`src/rtl/wdt_pkg.sv`:
```
// Purpose: shared constants and types for the one-time enabled watchdog
// Assumes: sys_clk is the oscillator; one machine cycle is 6 or 12 of its periods
// Notes: pulse lengths are given directly in oscillator periods
package watchdog_pkg;
    // ************************************************************
    // service port and key sequence
    // ************************************************************
    localparam logic [7:0] SERVICE_PORT_ADDR = 8'hA6;
    localparam logic [7:0] KEY_FIRST = 8'h1E;
    localparam logic [7:0] KEY_SECOND = 8'hE1;
    localparam logic [7:0] RDATA_RESET = 8'h00;

    // ************************************************************
    // counter and timing
    // ************************************************************
    localparam logic [13:0] COUNT_RESET = 14'h0000;
    localparam logic [13:0] COUNT_MAX = 14'h3FFF;
    localparam logic [3:0] MC_DIV_SIX = 4'h6;
    localparam logic [3:0] MC_DIV_TWELVE = 4'hC;
    localparam logic [3:0] MC_PRESC_RESET = 4'h0;
    // reset pulse length in oscillator periods, one sys_clk cycle each
    localparam logic [7:0] PULSE_OSC_SIX = 8'h62;
    localparam logic [7:0] PULSE_OSC_TWELVE = 8'hC4;
    localparam logic [7:0] PULSE_CNT_RESET = 8'h00;

    typedef enum logic [1:0] {
        ST_IDLE,
        ST_ARMED,
        ST_PULSE
    } watchdog_state_e;

    typedef struct packed {
        logic wr;
        logic [7:0] addr;
        logic [7:0] wdata;
    } sfr_req_s;
endpackage

```
`src/rtl/one_time_enabled_watchdog.sv`:
```
// Purpose: one-time enabled watchdog with reset-out pulse
// Assumes: sfr writes are single-cycle strobes synchronous to sys_clk
// Notes: sfr_rdata always reads zero; counter is invisible to software
// Behaviour
// after reset the counter is idle
// writing 1E then E1 to A6 arms
// armed counter advances every machine cycle
// no software disarm; only resets
// 14-bit counter overflows at 3FFF, resets device
// each key pair restarts count from zero
// service port is write only
// counter neither readable nor writable
// overflow drives 98 or 196 period pulse
// software services from periodic code paths
// wrong or unpaired writes change nothing
// overflow reset clears and disarms watchdog
`timescale 1ns/1ps
module one_time_enabled_watchdog
    import watchdog_pkg::*;
(
    input wire logic sys_clk, // oscillator clock, 10 MHz
    input wire logic resetn, // async reset, active low
    input wire logic twelve_clk_mode, // 1: 12 clocks per machine cycle
    input wire sfr_req_s sfr_req, // sfr write strobe, address, data
    output logic [7:0] sfr_rdata, // read data of the service port
    output logic rst_out, // high reset pulse on overflow
    output logic watchdog_active // watchdog armed
);
    // ************************************************************
    // decode
    // ************************************************************
    watchdog_state_e state_reg, state_next;
    logic [13:0] count_reg, count_next;
    logic [3:0] presc_reg, presc_next;
    logic [7:0] pulse_cnt_reg, pulse_cnt_next;
    logic pulse_long_reg, pulse_long_next;
    logic first_seen_reg, first_seen_next;
    logic rst_out_reg, rst_out_next;
    logic active_reg, active_next;
    logic [7:0] sfr_rdata_reg;
    logic port_wr;
    logic key_pair;
    logic mc_tick;
    logic [3:0] mc_div;
    logic [7:0] pulse_last;

    assign port_wr = sfr_req.wr && (sfr_req.addr == SERVICE_PORT_ADDR);
    // a pair counts only if E1 lands right after 1E on the port
    assign key_pair = port_wr && (sfr_req.wdata == KEY_SECOND) && first_seen_reg;
    assign mc_div = twelve_clk_mode ? MC_DIV_TWELVE : MC_DIV_SIX;
    assign mc_tick = (presc_reg == (mc_div - 4'h1));
    assign pulse_last = (pulse_long_reg ? PULSE_OSC_TWELVE : PULSE_OSC_SIX) - 8'h01;

    // ************************************************************
    // next state
    // ************************************************************
    always_comb begin
        state_next = state_reg;
        count_next = count_reg;
        presc_next = mc_tick ? MC_PRESC_RESET : presc_reg + 4'h1;
        pulse_cnt_next = pulse_cnt_reg;
        pulse_long_next = pulse_long_reg;
        first_seen_next = first_seen_reg;
        if (port_wr) begin
            first_seen_next = (sfr_req.wdata == KEY_FIRST);
        end
        case (state_reg)
            ST_IDLE: begin
                count_next = COUNT_RESET;
                if (key_pair) begin
                    state_next = ST_ARMED;
                    presc_next = MC_PRESC_RESET;
                end
            end
            ST_ARMED: begin
                // overflow beats a service landing in the same cycle
                if (count_reg == COUNT_MAX) begin
                    state_next = ST_PULSE;
                    count_next = COUNT_RESET;
                    pulse_cnt_next = PULSE_CNT_RESET;
                    pulse_long_next = twelve_clk_mode;
                end else if (key_pair) begin
                    count_next = COUNT_RESET;
                    presc_next = MC_PRESC_RESET;
                end else if (mc_tick) begin
                    count_next = count_reg + 14'h0001;
                end
                // no write path leads back to idle
            end
            ST_PULSE: begin
                first_seen_next = 1'b0;
                count_next = COUNT_RESET;
                if (pulse_cnt_reg == pulse_last) begin
                    state_next = ST_IDLE;
                end else begin
                    pulse_cnt_next = pulse_cnt_reg + 8'h01;
                end
            end
            default: begin
                state_next = ST_IDLE;
            end
        endcase
        rst_out_next = (state_next == ST_PULSE);
        active_next = (state_next == ST_ARMED);
    end

    // ************************************************************
    // registers
    // ************************************************************
    always_ff @(posedge sys_clk or negedge resetn) begin
        if (!resetn) begin
            state_reg <= ST_IDLE;
            count_reg <= COUNT_RESET;
            presc_reg <= MC_PRESC_RESET;
            pulse_cnt_reg <= PULSE_CNT_RESET;
            pulse_long_reg <= 1'b0;
            first_seen_reg <= 1'b0;
            rst_out_reg <= 1'b0;
            active_reg <= 1'b0;
            sfr_rdata_reg <= RDATA_RESET;
        end else begin
            state_reg <= state_next;
            count_reg <= count_next;
            presc_reg <= presc_next;
            pulse_cnt_reg <= pulse_cnt_next;
            pulse_long_reg <= pulse_long_next;
            first_seen_reg <= first_seen_next;
            rst_out_reg <= rst_out_next;
            active_reg <= active_next;
            // reads never expose the counter or arming state
            sfr_rdata_reg <= RDATA_RESET;
        end
    end

    assign sfr_rdata = sfr_rdata_reg;
    assign rst_out = rst_out_reg;
    assign watchdog_active = active_reg;

    // ************************************************************
    // checks
    // ************************************************************
    property p_idle_clear;
        @(posedge sys_clk) disable iff (!resetn)
        (state_reg == ST_IDLE) |-> (count_reg == COUNT_RESET) && !watchdog_active;
    endproperty
    a_idle_clear: assert property (p_idle_clear) else $error("idle with count");

    property p_arm;
        @(posedge sys_clk) disable iff (!resetn)
        (state_reg == ST_IDLE) && key_pair |=> watchdog_active && (count_reg == COUNT_RESET);
    endproperty
    a_arm: assert property (p_arm) else $error("key pair did not arm");

    property p_step;
        @(posedge sys_clk) disable iff (!resetn)
        watchdog_active && mc_tick && !key_pair && (count_reg != COUNT_MAX)
            |=> count_reg == $past(count_reg) + 14'h0001;
    endproperty
    a_step: assert property (p_step) else $error("count did not step");

    property p_hold;
        @(posedge sys_clk) disable iff (!resetn)
        watchdog_active && !mc_tick && !key_pair && (count_reg != COUNT_MAX)
            |=> $stable(count_reg);
    endproperty
    a_hold: assert property (p_hold) else $error("count moved between ticks");

    property p_tick_wrap;
        @(posedge sys_clk) disable iff (!resetn)
        watchdog_active && mc_tick |=> presc_reg == MC_PRESC_RESET;
    endproperty
    a_tick_wrap: assert property (p_tick_wrap) else $error("prescaler did not wrap");

    property p_no_disarm;
        @(posedge sys_clk) disable iff (!resetn)
        watchdog_active && (count_reg != COUNT_MAX) |=> watchdog_active;
    endproperty
    a_no_disarm: assert property (p_no_disarm) else $error("watchdog disarmed");

    property p_overflow;
        @(posedge sys_clk) disable iff (!resetn)
        watchdog_active && (count_reg == COUNT_MAX) |=> rst_out && !watchdog_active;
    endproperty
    a_overflow: assert property (p_overflow) else $error("no reset on overflow");

    property p_restart;
        @(posedge sys_clk) disable iff (!resetn)
        watchdog_active && key_pair && (count_reg != COUNT_MAX) |=> count_reg == COUNT_RESET;
    endproperty
    a_restart: assert property (p_restart) else $error("service did not restart");

    property p_service_presc;
        @(posedge sys_clk) disable iff (!resetn)
        watchdog_active && key_pair && (count_reg != COUNT_MAX) |=> presc_reg == MC_PRESC_RESET;
    endproperty
    a_service_presc: assert property (p_service_presc) else $error("phase not reset");

    property p_rdata_zero;
        @(posedge sys_clk) disable iff (!resetn)
        sfr_req.wr |=> sfr_rdata == RDATA_RESET;
    endproperty
    a_rdata_zero: assert property (p_rdata_zero) else $error("port read shows state");

    property p_pulse_six;
        @(posedge sys_clk) disable iff (!resetn)
        $rose(rst_out) && !pulse_long_reg |-> ##97 rst_out ##1 !rst_out;
    endproperty
    a_pulse_six: assert property (p_pulse_six) else $error("short pulse length wrong");

    property p_pulse_twelve;
        @(posedge sys_clk) disable iff (!resetn)
        $rose(rst_out) && pulse_long_reg |-> ##195 rst_out ##1 !rst_out;
    endproperty
    a_pulse_twelve: assert property (p_pulse_twelve) else $error("long pulse length wrong");

    property p_bad_key;
        @(posedge sys_clk) disable iff (!resetn)
        (state_reg == ST_IDLE) && port_wr && !first_seen_reg |=> (state_reg == ST_IDLE);
    endproperty
    a_bad_key: assert property (p_bad_key) else $error("unpaired write armed");

    property p_pulse_locked;
        @(posedge sys_clk) disable iff (!resetn)
        (state_reg == ST_PULSE) |=> !watchdog_active && !first_seen_reg;
    endproperty
    a_pulse_locked: assert property (p_pulse_locked) else $error("armable in pulse");

    property p_pulse_end;
        @(posedge sys_clk) disable iff (!resetn)
        $fell(rst_out) |-> (state_reg == ST_IDLE) && (count_reg == COUNT_RESET);
    endproperty
    a_pulse_end: assert property (p_pulse_end) else $error("not idle after pulse");
endmodule

```
`config.mk`:
```
export PLATFORM = sky130hd
export DESIGN_NAME = one_time_enabled_watchdog
export DESIGN_NICKNAME = d
export VERILOG_FILES = /design/src/rtl/wdt_pkg.sv /design/src/rtl/one_time_enabled_watchdog.sv
export SDC_FILE = /design/constraint.sdc
export NUM_CORES = 1
export LEC_CHECK = 0
export ABC_CLOCK_PERIOD_IN_PS = 5300
export BUFFER_PORTS_ARGS = -buffer_cell sky130_fd_sc_hd__buf_2
export CAP_MARGIN = 5
export CORE_MARGIN = 1.5
export CORE_UTILIZATION = 60
export DETAILED_ROUTE_END_ITERATION = 10
export PLACE_DENSITY = 0.84
export SYNTH_ARGS = -nofsm -noshare
export SYNTH_HDL_FRONTEND = slang
export SYNTH_SLANG_ARGS = --single-unit
```
`constraint.sdc`:
```
create_clock -name sys_clk -period 5.3 [get_ports sys_clk]
set_clock_uncertainty 0.1 [all_clocks]
set_input_delay 0.265 -clock sys_clk [delete_from_list [all_inputs] [get_ports sys_clk]]
set_output_delay 0.265 -clock sys_clk [all_outputs]
set_load 0.02 [all_outputs]
```
**Yosys cells after proc, flatten, opt, wreduce, memory -nomap -nowiden**

Cells that the tools add are included.

- Reductions and logical operators: 11
- Add/sub/neg operators: 5
- Muxes and demuxes: 19
- Eq/ne operators: 13

Operators with widths:

| operator | count |
|---|---|
| $mux W14 | 3 |
| $pmux W14 S2 | 1 |
| $mux W8 | 3 |
| $eq A8 B8 Y1 const B | 2 |
| $mux W4 | 4 |
| $pmux W8 S2 | 1 |
| $add A14 B1 Y14 const B | 1 |
| $eq A14 B14 Y1 const B | 1 |
| $add A8 B1 Y8 const B | 1 |
| $eq A8 B5 Y1 const B | 1 |
| $eq A8 B8 Y1 | 1 |
| $pmux W4 S2 | 1 |
| $sub A8 B1 Y8 const B | 1 |
| $mux W2 | 3 |
| $pmux W2 S3 | 1 |
| $reduce_bool A2 Y1 | 3 |
| $add A4 B1 Y4 const B | 1 |
| $eq A2 B1 Y1 const B | 2 |
| $eq A2 B2 Y1 const B | 2 |
| $eq A4 B4 Y1 | 1 |
| $ne A2 B2 Y1 const B | 2 |
| $ne A4 B4 Y1 const B | 1 |
| $reduce_and A2 Y1 | 2 |
| $sub A4 B1 Y4 const B | 1 |
| other kinds (5) | 8 |

- Logic and storage cells: 56
- Flip-flop bits (word level): 32
- Input port bits: 20
- Output and inout bits: 10

**Logic depth before layout (Yosys ltp)**

Gate-level depths: netlist (run 1).

- Depth after elaboration: 7
- Gate-level depth with buffers: 7
- Depth with buffers taken out: 6

**Worst setup path after synthesis (run 1)**

OpenSTA, ideal clock, no wires.

- Kind: reg-to-reg
- Start: register count_reg[0]
- End: register count_reg[3]
- Cell stages (with the launch flop): 7
- Slack: 3.170 ns
- Library setup time: 0.126 ns
- Data arrival time: 1.904 ns
- Required time: 5.074 ns
- Clock period less this slack: 2.130 ns
- Cells stage by stage: dfrtp_1 ha_1 nand3_1 nor4_1 a21oi_2 buf_2 a221o_1

- Word-level cells in the longest chain between the ends: 5
- Elaborated cells between the ends (all ways): 8

Ends and longest elaborated chain:

| what | line | text |
|---|---|---|
| start: declaration | one_time_enabled_watchdog.sv:33 | `logic [13:0] count_reg, count_next;` |
| start signal: assignment | one_time_enabled_watchdog.sv:123 | `count_reg <= count_next;` |
| $add A14 B1 Y14 | one_time_enabled_watchdog.sv:86 | `count_next = count_reg + 14'h0001;` |
| $mux W14 | one_time_enabled_watchdog.sv:85 | `end else if (mc_tick) begin` |
| $mux W14 | one_time_enabled_watchdog.sv:82 | `end else if (key_pair) begin` |
| $mux W14 | one_time_enabled_watchdog.sv:77 | `if (count_reg == COUNT_MAX) begin` |
| $pmux W14 S2 | one_time_enabled_watchdog.sv:67 | `case (state_reg)` |

Several ways; a longest one is shown, not always the timed one. The select of a mux whose other input is x is not followed.
A chain may end at the register's enable or synchronous reset.

**Worst setup path in the final report (run 1)**

Ends and elaborated chain as after synthesis.

==> flow_summary.toml, run 1 <==
[outcome]
status = "complete, no violations"

[worst_setup_path]
required_ns = 5.42
critPathSlowestCell = "nor4_1"
worstPathArrival_ns = 2.65
cp-end-kind = "flip-flop"
slowest_delay_ns = 0.65
setup.worst_path.start_class = "flip-flop"
worstPathCellList = "ha_1, nand3_1, nor4_1, a21oi_2, and4_2, a221o_1"
r2r_cells = 6
crit_type = "flip-flop to flip-flop"
path_max_fanout = 16

[detailed_routing]
drtPass1Iterations = 4
routed-via-count = 1636
drtIter0Drc = 72
drcViolationCount = 0
wl_per_cell_um = 14.2
routed_wl_um = 3870
final_antenna_net_count = 0
vias_per_cell = 6.01

[clocking]
cts_made_buffers = 5
cts_hold_buffers = 1
cts_max_level = 2
cts.clk_slew.worst_paths_ns = 0.09
root_buffer = "clkbuf_4"
cts_setup_buffers = 0
clkLatencyLatePin_ns = 0.33
cts_resized = 0
clockBufferDepth = 2
cts_tree = "built"
cts_sinks = 32

[flow_run]
cap_violations = 0

[grt]
grt_antenna_before_repair = 0
grt_pass1_vias = 1454
grt_usage = 0.246
grt_max_degree = 33
grt_pass1_wl_um = 6370
grt_remaining_overflow = 0

[synth]
synth_area_leaders = "dfrtp_1, nand2_1, xor2_1, buf_4, nand4_1"
ys_async_sr_fraction = 1.00
yosysTopAreaCell = "dfrtp_1"
yosysSeqAreaShare = 0.419
synth-seq-cells = 32
syn_area_sq_um = 1910
ys_types = 52
synth_edf_count = 0
yosysTopAreaCellShare = 0.419
yosys_warnings = 0
syn_inst = 207
avgSynthCellArea_sq_um = 9.22
ys.flop_type = "dfrtp_1"

[sta]
period_share = 0.478
rsz0062_at_grt = "false"
setup_tns_ns = 0
fmax_ghz = 0.395
report.final.hold_viol_count = 0
fin_ws_ns = 2.77
slew_viol_final = 0
holdWs_ns = 0.127
finalCriticalPeriod_ns = 2.53
tightest_slew_ns = 0.725
slew_headroom = 0.516
setup_viol = 0

[layout]
largest_register_ffs = 14
drive_above_1_share = 0.154
layout_commonest_cell = "dfrtp_1"
mostFrequentLayoutCells = "dfrtp_1, buf_2, nand2_1"
areaGrowthSynthToFinish_pct = 8.45
diodes = 0
final_net_count = 251

[power]
leakage_uw = 0.000880
p_per_area_nw_per_um2 = 210
ir_drop_mv = 0.120

[placed_design]
io_buffers = 21
dp_slack_ns = 2.80
place.gp.congestion = 0.899
post-dp-hpwl_um = 2670

[die]
io_pins = 30
die_w_um = 59.4
dieArea_sq_um = 3530
initial_core_util = 0.631
fp.dieH_um = 59.4
core_area_sq_um = 3030
fp-row-count = 20

[hold_path]
hold_path_class = "input pin to flip-flop"
hold_depth = 4
==> cell type report <==
type,instances,area [sq um]
multi-input combinational,158,1010
tap,44,55.1
timing repair buffer,24,130
clock inverter,1,5.00
clock buffer,6,41.3
inverter,7,26.3
sequential,32,801
fill,248,957
==> logic make-up (layout without fill, tap and decap cells) <==
family                   count (synthesis)  count (layout)  share of synthesized area
other                                    1               8                    0.00196
buffers and inverters                   24              38                     0.0642
flip-flops                              32              32                      0.419
adder cells (fa/ha/maj)                  3               3                     0.0197
AND/OR/NAND/NOR                         97              97                      0.307
XOR/XNOR                                 8               8                     0.0367
multiplexers                             3               3                     0.0164
AO/OA/AOI/OAI                           39              39                      0.135
==> through the flow <==
step           cell area, sq um  total power [uW]  cells  utilization
2_1_floorplan              1940               298    214            -
3_3_place_gp               2010               309    264        0.665
3_5_place_dp               2010               312    264        0.665
4_1_cts                    2070               440    272        0.684
5_1_grt                    2070               456    272        0.684
6_report                   2070               434    272        0.684
==> per-layer routing <==
metal	GRT usage	vias to the layer above	wire length, um
met5	0	-	0
met4	0.101	0	74
met3	0.0677	6	201
met2	0.375	62	1750
met1	0.328	771	1840
li1	-	797	-
==> critical path, delay by kind of cell, from the launching register on <==
family                   cells  cell delay, ns
flip-flops                   1            0.43
AO/OA/AOI/OAI                2            0.50
AND/OR/NAND/NOR              3            1.16
adder cells (fa/ha/maj)      1            0.23
==> synth_stat cells (2+ instances only) <==
master and n:
or4b_1 3, a22oi_1 2, nor2_1 12, nor4b_1 2, nand2_1 19, nand2b_1 2, nand3b_1 3, clkbuf_1 7
xor2_1 7, a31oi_1 8, o2111ai_1 2, a21o_1 2, o21ai_0 8, and4b_1 3, buf_2 2, ha_1 3
dfrtp_1 32, nand4_1 9, nand3_1 10, a21oi_1 6, nor3_1 6, and2_1 4, inv_1 7, buf_4 8
mux2i_1 2, and3_1 2, a211oi_1 3, and4_1 2, nor4_1 6, or4_1 2, nand4bb_1 2
==> where the power goes <==
group	total [uW]	leakage (uW)	switching (uW)	internal [uW]
Sequential	268	0.000442	12.9	255
Combinational	38.5	0.000410	20.4	18.1
Clock	128	0.0000281	79.0	48.8
Total	434	0.000880	112	322
==> worst paths after layout <==
path | start | slack (ns) | to
max in group asynchronous | resetn | 4.24 | pulse_cnt_reg[7]
worst max-delay path | count_reg[0] | 2.77 | count_reg[3]
worst min register to register | presc_reg[0] | 0.42 | presc_reg[0]
min in group asynchronous | resetn | 0.40 | count_reg[1]
worst min-delay path | sfr_req[6] | 0.13 | first_seen_reg
worst max register to register | count_reg[0] | 2.77 | count_reg[3]
Power figures use the tool's default switching activity.
==> inputs of run 2 (changes only) <==
- ABC_CLOCK_PERIOD_IN_PS: 5300 -> 2400
- CORE_UTILIZATION: 60 -> 56
- PLACE_DENSITY: 0.84 -> 0.79
- clock period: 5.3 -> 2.4 ns (I/O delays scaled with it)
==> run 2 against run 1 <==
Compared with the run above: routed wire length increased by 3.1%; register-to-register slack lost 2.6 ns; critical path depth stayed put; largest cell class unchanged; highest routed layer unchanged.
==> flow_summary.toml, run 2 (synthesized netlist as in run 1, its figures left out) <==
[outcome]
status = "complete, no violations"

[worst_setup_path]
setup.reg_to_reg.worst_slack_ns = 0.20
r2r_cells = 6
critPathBufInv = 0
cp-end-kind = "flip-flop"
required_ns = 2.57
critical-path-top-delay-family = "simple AND/OR/NAND/NOR gates"
worstPathCellList = "ha_1, nand3_1, or2_1, a211o_1, or4b_1, a31oi_1"
path_depth = 6
setup.worst_path.start_class = "flip-flop"
slowest_delay_ns = 0.47
worstPathArrival_ns = 2.37
crit_type = "flip-flop to flip-flop"
path_max_fanout = 6
critPathSlowestCell = "or4b_1"

[clocking]
cts_tree = "built"
clkLatencyLatePin_ns = 0.34
cts_made_buffers = 5
cts.clk_slew.worst_paths_ns = 0.10
cts_setup_buffers = 0
clockBufferDepth = 2
cts_max_level = 2
root_buffer = "clkbuf_4"
cts_sinks = 32

[placed_design]
io_buffers = 21
post-dp-hpwl_um = 2720
place.gp.congestion = 0.857
dp_slack_ns = 0.151

[detailed_routing]
drcViolationCount = 0
routed_wl_um = 3980
wl_per_cell_um = 14.2
vias_per_cell = 5.89
drtPass1Iterations = 4
drtIter0Drc = 105
routed-via-count = 1654
final_antenna_net_count = 0

[sta]
period_share = 0.916
slew_headroom = 0.516
slew_viol_final = 0
setup_viol = 0
finalCriticalPeriod_ns = 2.20
setup_tns_ns = 0
report.final.hold_viol_count = 0
fin_ws_ns = 0.201
tightest_slew_ns = 0.725
fmax_ghz = 0.455
rsz0062_at_grt = "false"

[power]
leakage_uw = 0.000915
p_switching_uw = 252
clkPwrFrac = 0.295
p_per_area_nw_per_um2 = 451
p_total_uw = 966
ir_drop_mv = 0.262
switching_share = 0.261
power_frac_comb = 0.090
p_int_uw = 714
power_frac_seq = 0.615

[flow_run]
cap_violations = 0

[hold_path]
hold_depth = 4
hold_path_class = "input pin to flip-flop"

[layout]
mostFrequentLayoutCells = "dfrtp_1, buf_2, nand2_1"
largest_register_ffs = 14
drive_above_1_share = 0.170
final_net_count = 258
layout_commonest_cell = "dfrtp_1"
fillers = 306
diodes = 0
areaGrowthSynthToFinish_pct = 12.2

[grt]
grt_pass1_wl_um = 6540
grt_remaining_overflow = 0
grt_max_degree = 33
grt_pass1_vias = 1454
grt_usage = 0.238
grt_antenna_before_repair = 0

[die]
io_pins = 30
dieArea_sq_um = 3770
initial_core_util = 0.577
die_w_um = 61.4
core_area_sq_um = 3310
fp.dieH_um = 61.4
fp-row-count = 21
[run 2: area by class of cell]
cell class	count	area, sq um	share of cell area
well taps	46	57.6	0.0269
clock buffers	6	41.3	0.0193
inverters	7	26.3	0.0123
repair buffers	31	190	0.0888
multi-input cells	158	1020	0.476
clock inverters	1	5.00	0.00234
flip-flops and latches	32	802	0.374
[run 2: worst min-delay path, delay by kind of cell]
family          cells  cell delay [ns]
simple gates        2             0.25
buf+inv             1             0.08
compound gates      1             0.06
[run 2: timing repair]
action	4_1_cts	5_1_grt
setup endpoints to repair	0	3
hold endpoints to repair	34	0
resized for setup	0	2
hold buffers	4	0
[run 2: path summary, 6_finish.rpt]
check / startpoint / end
hold reg to reg: presc_reg[0] / presc_reg[0]
min in group asynchronous: resetn / count_reg[11]
setup reg to reg: count_reg[1] / count_reg[12]
setup / recovery: count_reg[1] / count_reg[12]
hold / removal: sfr_req[0] / first_seen_reg
max in group asynchronous: resetn / count_reg[0]
[run 2: power by group through the flow]
stage	clock, uW	combinational, uW	sequential, uW
finish	285	86.8	594
global route	308	102	595
CTS	297	87.9	593
detailed placement	0	84.8	601
global placement	0	81.6	602
floorplan	0	62.4	596
[run 2: through the flow]
stage / instances / hold slack, ns / area (sq um) / utilization
finish: 281 / 0.113 / 2140 / 0.647
detailed placement: 270 / 0.110 / 2050 / 0.618
global route: 281 / 0.117 / 2140 / 0.647
CTS: 281 / 0.103 / 2130 / 0.644
global placement: 270 / 0.109 / 2050 / 0.618
floorplan: 214 / -0.276 / 1940 / -
[run 2: layer usage]
layer / wire (um) / part of all wire / track usage / vias up
li1: - / - / - / 813
met1: 1850 / 0.46 / 0.321 / 791
met2: 1890 / 0.48 / 0.365 / 44
met3: 171 / 0.043 / 0.0672 / 6
met4: 65 / 0.016 / 0.0912 / 0
met5: 0 / 0 / 0 / -
